--- src/shared/btn_cfg_pkg.sv ---
// Constants and carrier types for the button algorithm configuration registers
package btn_cfg_pkg;
  localparam int          NumCh          = 4;
  localparam int          ValueWidth     = 16;
  // Register offsets
  localparam logic [7:0]  OffDivider     = 8'h17;
  localparam logic [7:0]  OffRelease     = 8'h18;
  localparam logic [7:0]  OffTwist       = 8'h19;
  localparam logic [7:0]  OffGroup       = 8'h1a;
  localparam logic [7:0]  OffPolarity    = 8'h1c;
  // Reset values
  localparam logic [7:0]  RstDivider     = 8'h03;
  localparam logic [7:0]  RstRelease     = 8'h08;
  localparam logic [7:0]  RstTwist       = 8'h00;
  localparam logic [7:0]  RstGroup       = 8'h00;
  localparam logic [7:0]  RstPolarity    = 8'h0f;
  // Field positions
  localparam int          DividerLsb     = 0;
  localparam int          DividerBits    = 3;
  localparam int          ReleaseLsb     = 0;
  localparam int          ReleaseBits    = 4;
  localparam int          TwistLsb       = 0;
  localparam int          TwistBits      = 3;
  localparam int          CommonLsb      = 4;
  localparam int          DeformLsb      = 0;
  localparam int          OutPolLsb      = 4;
  localparam int          DataPolLsb     = 0;
  // Threshold scale: both hysteresis and twist threshold are field times four
  localparam int          ThreshShift    = 2;
  localparam int          CycleBits      = 5;
  localparam int          WindowBits     = CycleBits + 7;

  typedef struct packed {
    logic [7:0] addr;
    logic       wrEn;
    logic       rdEn;
    logic [7:0] wrData;
  } reg_req_t;

  typedef struct packed {
    logic [7:0] divider;
    logic [7:0] releaseMargin;
    logic [7:0] twistGuard;
    logic [7:0] groupSel;
    logic [7:0] polarity;
  } cfg_regs_t;
endpackage : btn_cfg_pkg

--- src/logic/button_algorithm_config_regs.sv ---
// Button algorithm configuration registers with their direct effects on the button path
//
// Contract
// - Divider bits 2-0 with cycles set window
// - Release margin resets 8h; hysteresis four times
// - Twist guard zero disables anti-twist check
// - Nonzero guard: any value below minus 4x cancels
// - Group bits 7-4 select common membership ch3-0
// - Group bits 3-0 select deform membership ch3-0
// - Twist guard at 19h resets to 00h
// - Polarity register at 1Ch resets to 0Fh
// - Polarity bits 7-4: output pin level sense
// - Polarity bits 3-0: processed value direction
`timescale 1ns/1ps
module button_algorithm_config_regs
  import btn_cfg_pkg::*;
#(
  parameter int ValueW = ValueWidth
) (
  input  wire logic                          clock,
  input  wire logic                          nrst,
  input  wire reg_req_t                      regReq,
  output logic      [7:0]                    regRdData,
  input  wire logic [NumCh-1:0][CycleBits-1:0] sensorCycleCount,
  input  wire logic [NumCh-1:0][ValueW-1:0]  processedButtonValue,
  input  wire logic [NumCh-1:0]              buttonDetect,
  output logic      [NumCh-1:0][WindowBits-1:0] samplingWindow,
  output logic      [ReleaseBits+ThreshShift-1:0] releaseHysteresis,
  output logic      [NumCh-1:0]              commonGroupMember,
  output logic      [NumCh-1:0]              deformGroupMember,
  output logic      [NumCh-1:0]              processedValueDirection,
  output logic                               twistCancel,
  output logic      [NumCh-1:0]              buttonOutputPin
);

  // Elaboration checks: every field must sit inside its byte and the window must hold
  // the largest cycle count shifted by the largest divider
  if (ValueW < TwistBits + ThreshShift + 2) begin : g_chk_value_width
    $error("ValueW too narrow for the twist threshold");
  end
  if (CycleBits + (1 << DividerBits) - 1 > WindowBits) begin : g_chk_window_width
    $error("WindowBits too narrow for the sampling window");
  end
  if (DividerLsb + DividerBits > 8) begin : g_chk_divider_field
    $error("Divider field outside its register");
  end
  if (ReleaseLsb + ReleaseBits > 8) begin : g_chk_release_field
    $error("Release field outside its register");
  end
  if (TwistLsb + TwistBits > 8) begin : g_chk_twist_field
    $error("Twist field outside its register");
  end
  if (CommonLsb + NumCh > 8 || DeformLsb + NumCh > CommonLsb) begin : g_chk_group_fields
    $error("Group fields do not fit their register");
  end
  if (OutPolLsb + NumCh > 8 || DataPolLsb + NumCh > OutPolLsb) begin : g_chk_polarity_fields
    $error("Polarity fields do not fit their register");
  end

  typedef struct packed {
    logic [7:0]                           rdData;
    logic [NumCh-1:0][WindowBits-1:0]     window;
    logic [ReleaseBits+ThreshShift-1:0]   hysteresis;
    logic                                 cancel;
    logic [NumCh-1:0]                     pins;
  } state_t;

  state_t state_q;
  state_t state_d;

  // Register decode and storage
  logic                   wrDivider;
  logic                   wrRelease;
  logic                   wrTwist;
  logic                   wrGroup;
  logic                   wrPolarity;
  logic [7:0]             dividerReg;
  logic [7:0]             releaseReg;
  logic [7:0]             twistReg;
  logic [7:0]             groupReg;
  logic [7:0]             polarityReg;
  cfg_regs_t              regs;
  logic [7:0]             rdMux;

  // Field views of the stored registers
  logic [DividerBits-1:0] dividerField;
  logic [ReleaseBits-1:0] releaseField;
  logic [TwistBits-1:0]   twistField;
  logic [NumCh-1:0]       outPol;
  logic                   twistEnabled;

  // Button path
  logic signed [ValueW-1:0]              twistLimit;
  wire logic [NumCh-1:0]                 belowLimit;
  wire logic [NumCh-1:0][WindowBits-1:0] windowNext;
  wire logic [NumCh-1:0]                 pinNext;
  logic                                  cancelNext;

  // Writes are honoured only at the five decoded offsets; any other offset is ignored
  assign wrDivider  = regReq.wrEn && (regReq.addr == OffDivider);
  assign wrRelease  = regReq.wrEn && (regReq.addr == OffRelease);
  assign wrTwist    = regReq.wrEn && (regReq.addr == OffTwist);
  assign wrGroup    = regReq.wrEn && (regReq.addr == OffGroup);
  assign wrPolarity = regReq.wrEn && (regReq.addr == OffPolarity);

  cfg_byte_reg #(
    .ResetValue (RstDivider)
  ) dividerStore (
    .clock  (clock),
    .nrst   (nrst),
    .wrHit  (wrDivider),
    .wrData (regReq.wrData),
    .value  (dividerReg)
  );

  cfg_byte_reg #(
    .ResetValue (RstRelease)
  ) releaseStore (
    .clock  (clock),
    .nrst   (nrst),
    .wrHit  (wrRelease),
    .wrData (regReq.wrData),
    .value  (releaseReg)
  );

  cfg_byte_reg #(
    .ResetValue (RstTwist)
  ) twistStore (
    .clock  (clock),
    .nrst   (nrst),
    .wrHit  (wrTwist),
    .wrData (regReq.wrData),
    .value  (twistReg)
  );

  cfg_byte_reg #(
    .ResetValue (RstGroup)
  ) groupStore (
    .clock  (clock),
    .nrst   (nrst),
    .wrHit  (wrGroup),
    .wrData (regReq.wrData),
    .value  (groupReg)
  );

  cfg_byte_reg #(
    .ResetValue (RstPolarity)
  ) polarityStore (
    .clock  (clock),
    .nrst   (nrst),
    .wrHit  (wrPolarity),
    .wrData (regReq.wrData),
    .value  (polarityReg)
  );

  assign regs = '{
    divider:       dividerReg,
    releaseMargin: releaseReg,
    twistGuard:    twistReg,
    groupSel:      groupReg,
    polarity:      polarityReg
  };

  assign dividerField = regs.divider[DividerLsb +: DividerBits];
  assign releaseField = regs.releaseMargin[ReleaseLsb +: ReleaseBits];
  assign twistField   = regs.twistGuard[TwistLsb +: TwistBits];
  assign outPol       = regs.polarity[OutPolLsb +: NumCh];
  assign twistEnabled = (twistField != '0);

  // Read data comes from the stored bytes before any write of the same cycle
  function automatic logic [7:0] readBack(input cfg_regs_t r, input logic [7:0] addr);
    logic [7:0] value;
    value = 8'h00;
    case (addr)
      OffDivider:  value = r.divider;
      OffRelease:  value = r.releaseMargin;
      OffTwist:    value = r.twistGuard;
      OffGroup:    value = r.groupSel;
      OffPolarity: value = r.polarity;
      default:     value = 8'h00;
    endcase
    return value;
  endfunction : readBack

  assign rdMux = readBack(regs, regReq.addr);

  // The limit is the negated field times four; a zero field is handled by the enable
  assign twistLimit = -$signed(ValueW'({twistField, {ThreshShift{1'b0}}}));
  // A zero field gives limit zero, but the check must be fully off then
  assign cancelNext = twistEnabled && (|belowLimit);

  for (genvar ch = 0; ch < NumCh; ch++) begin : g_channel
    button_channel_path #(
      .ValueW (ValueW)
    ) path (
      .cycleCount   (sensorCycleCount[ch]),
      .dividerField (dividerField),
      .value        (processedButtonValue[ch]),
      .twistLimit   (twistLimit),
      .press        (buttonDetect[ch]),
      .cancel       (cancelNext),
      .pinPolarity  (outPol[ch]),
      .windowNext   (windowNext[ch]),
      .belowLimit   (belowLimit[ch]),
      .pinNext      (pinNext[ch])
    );
  end

  always_comb begin
    state_d = state_q;
    if (regReq.rdEn) begin
      state_d.rdData = rdMux;
    end
    state_d.window     = windowNext;
    state_d.hysteresis = {releaseField, {ThreshShift{1'b0}}};
    state_d.cancel     = cancelNext;
    state_d.pins       = pinNext;
  end

  always_ff @(posedge clock or negedge nrst) begin
    if (!nrst) begin
      state_q.rdData     <= 8'h00;
      state_q.window     <= '0;
      state_q.hysteresis <= '0;
      state_q.cancel     <= 1'b0;
      // Default polarity is active low, so idle pins sit high
      state_q.pins       <= '1;
    end else begin
      state_q <= state_d;
    end
  end

  assign regRdData               = state_q.rdData;
  assign samplingWindow          = state_q.window;
  assign releaseHysteresis       = state_q.hysteresis;
  assign commonGroupMember       = regs.groupSel[CommonLsb +: NumCh];
  assign deformGroupMember       = regs.groupSel[DeformLsb +: NumCh];
  assign processedValueDirection = regs.polarity[DataPolLsb +: NumCh];
  assign twistCancel             = state_q.cancel;
  assign buttonOutputPin         = state_q.pins;

endmodule : button_algorithm_config_regs

// One channel's share of the button path: window length, twist compare and pin level
module button_channel_path
  import btn_cfg_pkg::*;
#(
  parameter int ValueW = ValueWidth
) (
  input  wire logic        [CycleBits-1:0]   cycleCount,
  input  wire logic        [DividerBits-1:0] dividerField,
  input  wire logic signed [ValueW-1:0]      value,
  input  wire logic signed [ValueW-1:0]      twistLimit,
  input  wire logic                          press,
  input  wire logic                          cancel,
  input  wire logic                          pinPolarity,
  output logic             [WindowBits-1:0]  windowNext,
  output logic                               belowLimit,
  output logic                               pinNext
);

  logic validPress;

  // Window grows by powers of two of the divider field
  assign windowNext = WindowBits'({{(WindowBits-CycleBits){1'b0}}, cycleCount}
                                  << dividerField);
  assign belowLimit = value < twistLimit;
  // Cancel masks every channel in the same cycle
  assign validPress = press && !cancel;
  // Polarity 0 gives an active-low pin
  assign pinNext = pinPolarity ? validPress : !validPress;

endmodule : button_channel_path

// One byte-wide configuration register with its own write strobe
module cfg_byte_reg
  import btn_cfg_pkg::*;
#(
  parameter logic [7:0] ResetValue = 8'h00
) (
  input  wire logic       clock,
  input  wire logic       nrst,
  input  wire logic       wrHit,
  input  wire logic [7:0] wrData,
  output logic      [7:0] value
);

  typedef struct packed {
    logic [7:0] value;
  } byte_state_t;

  byte_state_t state_q;
  byte_state_t state_d;

  always_comb begin
    state_d = state_q;
    // Reserved bits are kept as written so a read returns what the host stored
    if (wrHit) begin
      state_d.value = wrData;
    end
  end

  always_ff @(posedge clock or negedge nrst) begin
    if (!nrst) begin
      state_q.value <= ResetValue;
    end else begin
      state_q <= state_d;
    end
  end

  assign value = state_q.value;

endmodule : cfg_byte_reg

--- config.mk ---
export PLATFORM = sky130hd
export DESIGN_NAME = button_algorithm_config_regs
export DESIGN_NICKNAME = d
export VERILOG_FILES = /design/src/shared/btn_cfg_pkg.sv /design/src/logic/button_algorithm_config_regs.sv
export SDC_FILE = /design/constraint.sdc
export NUM_CORES = 1
export LEC_CHECK = 0
export ABC_AREA = 1
export BUFFER_PORTS_ARGS = -buffer_cell sky130_fd_sc_hd__buf_2
export CORE_MARGIN = 1.5
export CORE_UTILIZATION = 35
export CTS_BUF_LIST = sky130_fd_sc_hd__clkbuf_16
export CTS_CLUSTER_DIAMETER = 80
export DETAILED_ROUTE_END_ITERATION = 10
export PLACE_DENSITY_LB_ADDON = 0.1
export SLEW_MARGIN = 20
export SYNTH_ARGS = -nofsm -noshare
export SYNTH_HDL_FRONTEND = slang
export SYNTH_SLANG_ARGS = --single-unit
--- constraint.sdc ---
create_clock -name clock -period 3.3 [get_ports clock]
set_input_delay 0.165 -clock clock [delete_from_list [all_inputs] [get_ports clock]]
set_output_delay 0.165 -clock clock [all_outputs]
set_load 0.01 [all_outputs]
==> summary.txt <==
Status: finished, final reports clean
Met2 Use GR: 0.289
Final Non-Filler Cells: 1194
Leading area contributor after synthesis: dfrtp_1
HPWL after DPL: 12000 um
Crit-path max FO: 24
Routed Antenna Nets: 0
Number of global-route vias before repair: 4882
M3 GR Usage: 0.0407
Die width: 134 um
MaxCap Viol Count: 0
Crit path kind: reg -> reg
Most common cell in the netlist: nand2_1
Final Wtd Congestion: 0.808
Power Internal: 0.00222 W
Synth Cell Area: 5980 um2
Die ar.: 17900 um2
Sequential area share after synthesis: 0.442
Sw Ratio: 0.296
Synth cell types: 31
Max-slew headroom: 0.332
M1 GR Usage: 0.255
Yosys reg bits: 105
Area delta synth->final: 23.7%
Comb power frac: 0.226
Die Ht: 134 um
DR vias: 5562
Clk Latency, worst-skew pair: 0.34 ns
GR peak layer: met2
# diodes: 0
Synth warn: 0
Period minus WS final: 2.60 ns
Setup TNS: 0 ns
Setup crit end kind: register
Fmax: 0.385 GHz
Initial antenna violation count: 0
1st-pass router iterations: 4
Largest cells by area after synthesis: dfrtp_1 (39%), nand2_1 (15%), ha_1 (7.1%), o21ai_0 (7.1%), inv_1 (6.4%)
VDD IR max: 0.209 mV
Num rows: 47
DR WL/cell: 13.7 um
Final setup violation count: 0
Top_reg_cell synth: dfrtp_1
PD cells: 425 nW/um2
CTS Buf Count: 9
Clock Tree Root: clkbuf_16
Clock Skews: 0.0102 ns
Synth cell count leaders: nand2_1 (242), inv_1 (102), dfrtp_1 (94)
Layout cells sized above 1: 0.225
Leak: 4.06 nW
Synthesized area per cell: 7.47 um2
RSZ-0062 raised after global routing: no
Mapped Cells: 801
Nets: 1111
CORE AREA: 16600 um2
I/O Buffers: 176
GRT Total Usage: 0.182
Arrival time at the worst endpoint: 2.87 ns
Clock-pin slew on the worst setup and hold paths: 0.07 ns
Clock power frac: 0.331
Post-synth EDFFs: 0
Max-slew violation count: 0
Worst Tran Pin Value: 0.996 ns
Largest net degree at the start of global routing: 106
Via density per instance: 4.66
CTS max path bufs: 2
FFs w/ async S/R, synth: 1.00
Hold Crit Class: in -> reg
H-tree Lvls: 3
CTS-repair resized insts: 0
DRC Markers: 0
IO Count: 187
Period utilisation layout: 0.787
DRT Wirelength: 16300 um
Synth top area share: 0.393
DRT iter0 DRCs: 292
Final hold vios: 0
Net switching component of the power: 0.000929 W
Total Power: 0.00314 W
CTS tree: yes
Worst setup SP type: register
First-pass GRT wire length: 25800 um
Flop pwr share: 0.443
Initial Util: 0.359
Placed Instances: 1177
FILL cells: 1737
Clk sink count: 105
Worst endpoint required time: 3.58 ns
Total gr overflow: 0
final cells by class:
class / instances / area [um2] / share of cell area
tap: 220 / 275 / 0.0372
multi-input combinational: 559 / 2800 / 0.378
timing repair buffer: 188 / 1000 / 0.135
inverter: 106 / 398 / 0.0538
sequential: 105 / 2640 / 0.357
clock buffer: 9 / 225 / 0.0304
clock inverter: 7 / 61.3 / 0.00829
registers in the layout (all words and copies together), names as in the netlist:
| register | cells |
|---|---|
| twistCancel | 1 |
| regRdData | 8 |
| dividerStore.value | 8 |
| twistStore.value | 8 |
| samplingWindow | 48 |
| buttonOutputPin | 4 |
| polarityStore.value | 8 |
| groupStore.value | 8 |
| releaseHysteresis | 4 |
| releaseStore.value | 8 |
cells in the final DEF (no fill, tap or decap), drive strengths merged:
| cell | n |
|---|---|
| nand3 | 57 |
| nand2 | 243 |
| o2111ai | 2 |
| bufinv | 1 |
| nand4 | 14 |
| buf | 187 |
| dfstp | 11 |
| clkbuf | 9 |
| a21boi | 1 |
| o21bai | 11 |
| clkinv | 9 |
| a21o | 1 |
| nor2 | 64 |
| dlygate4sd3 | 1 |
| a221oi | 5 |
| o22ai | 3 |
| conb | 2 |
| ha | 34 |
| nand3b | 3 |
| a21oi | 9 |
| a31oi | 9 |
| dfrtp | 94 |
| nor3 | 14 |
| o21ai | 87 |
| inv | 103 |
through the flow:
stage	setup WS, ns	hold slack [ns]	utilization	instance area, um2
after global placement	0.712	0.286	0.427	7100
after CTS	0.674	0.0344	0.445	7400
after global routing	0.359	0.0445	0.445	7400
after floorplan	0.536	-0.131	-	5990
after detailed placement	0.684	0.283	0.427	7100
final	0.705	0.0442	0.445	7400
final timing paths:
path,start,endpoint,slack (ns),cells after the start
worst max-delay path,twistStore.value[2]$_DFFE_PN0P_,buttonOutputPin[3]$_DFF_PN1_,0.70,15
worst min-delay path,buttonDetect[2],buttonOutputPin[2]$_DFF_PN1_,0.04,4
worst max register to register,twistStore.value[2]$_DFFE_PN0P_,buttonOutputPin[3]$_DFF_PN1_,0.70,15
worst min register to register,releaseStore.value[2]$_DFFE_PN0P_,releaseHysteresis[4]$_DFF_PN0_,0.41,0
max in group asynchronous,nrst,samplingWindow[43]$_DFF_PN0_,2.41,3
min in group asynchronous,nrst,groupStore.value[5]$_DFFE_PN0P_,0.37,3
routing by layer:
| metal | wire length [um] | part of all wire |
|---|---|---|
| met5 | 0 | 0 |
| met4 | 150 | 0.0092 |
| met1 | 7740 | 0.47 |
| met2 | 7410 | 0.45 |
| met3 | 1040 | 0.064 |
critical path, stage by stage, from the launching register on:
cell     delay [ns]
dfrtp_1        0.47
nor3_2         0.17
buf_4          0.33
ha_1           0.32
nand3_1        0.12
inv_1          0.05
nand2_1        0.06
nand2_1        0.05
a21oi_1        0.19
nand3_1        0.11
nand2_1        0.07
nand2_1        0.09
o21ai_4        0.32
nand2_1        0.09
nand2_1        0.07
nand2_1        0.04
power by group through the flow:
stage          sequential [W]  clock [W]  combinational [W]
4_1_cts               0.00139    0.00107           0.000721
3_5_place_dp          0.00142          0           0.000716
2_1_floorplan         0.00144          0           0.000426
5_1_grt               0.00140    0.00112           0.000821
6_report              0.00139    0.00104           0.000710
3_3_place_gp          0.00142          0           0.000714
logic make-up (layout without fill, tap and decap cells):
| logic type | after synthesis | count (layout) | share of synthesized area |
|---|---|---|---|
| simple gates | 395 | 395 | 0.273 |
| buf+inv | 138 | 310 | 0.0923 |
| compound gates | 128 | 128 | 0.121 |
| flops | 105 | 105 | 0.442 |
| fa+ha+maj | 34 | 34 | 0.0711 |
| other cells | 1 | 2 | 0.000627 |
what timing repair did:
| item | 4_1_cts | 5_1_grt |
|---|---|---|
| buffers inserted | 0 | 0 |
| hold buffers | 1 | 0 |
| endpoints found under the hold margin | 94 | 0 |
(Power assumes the default switching activity.)
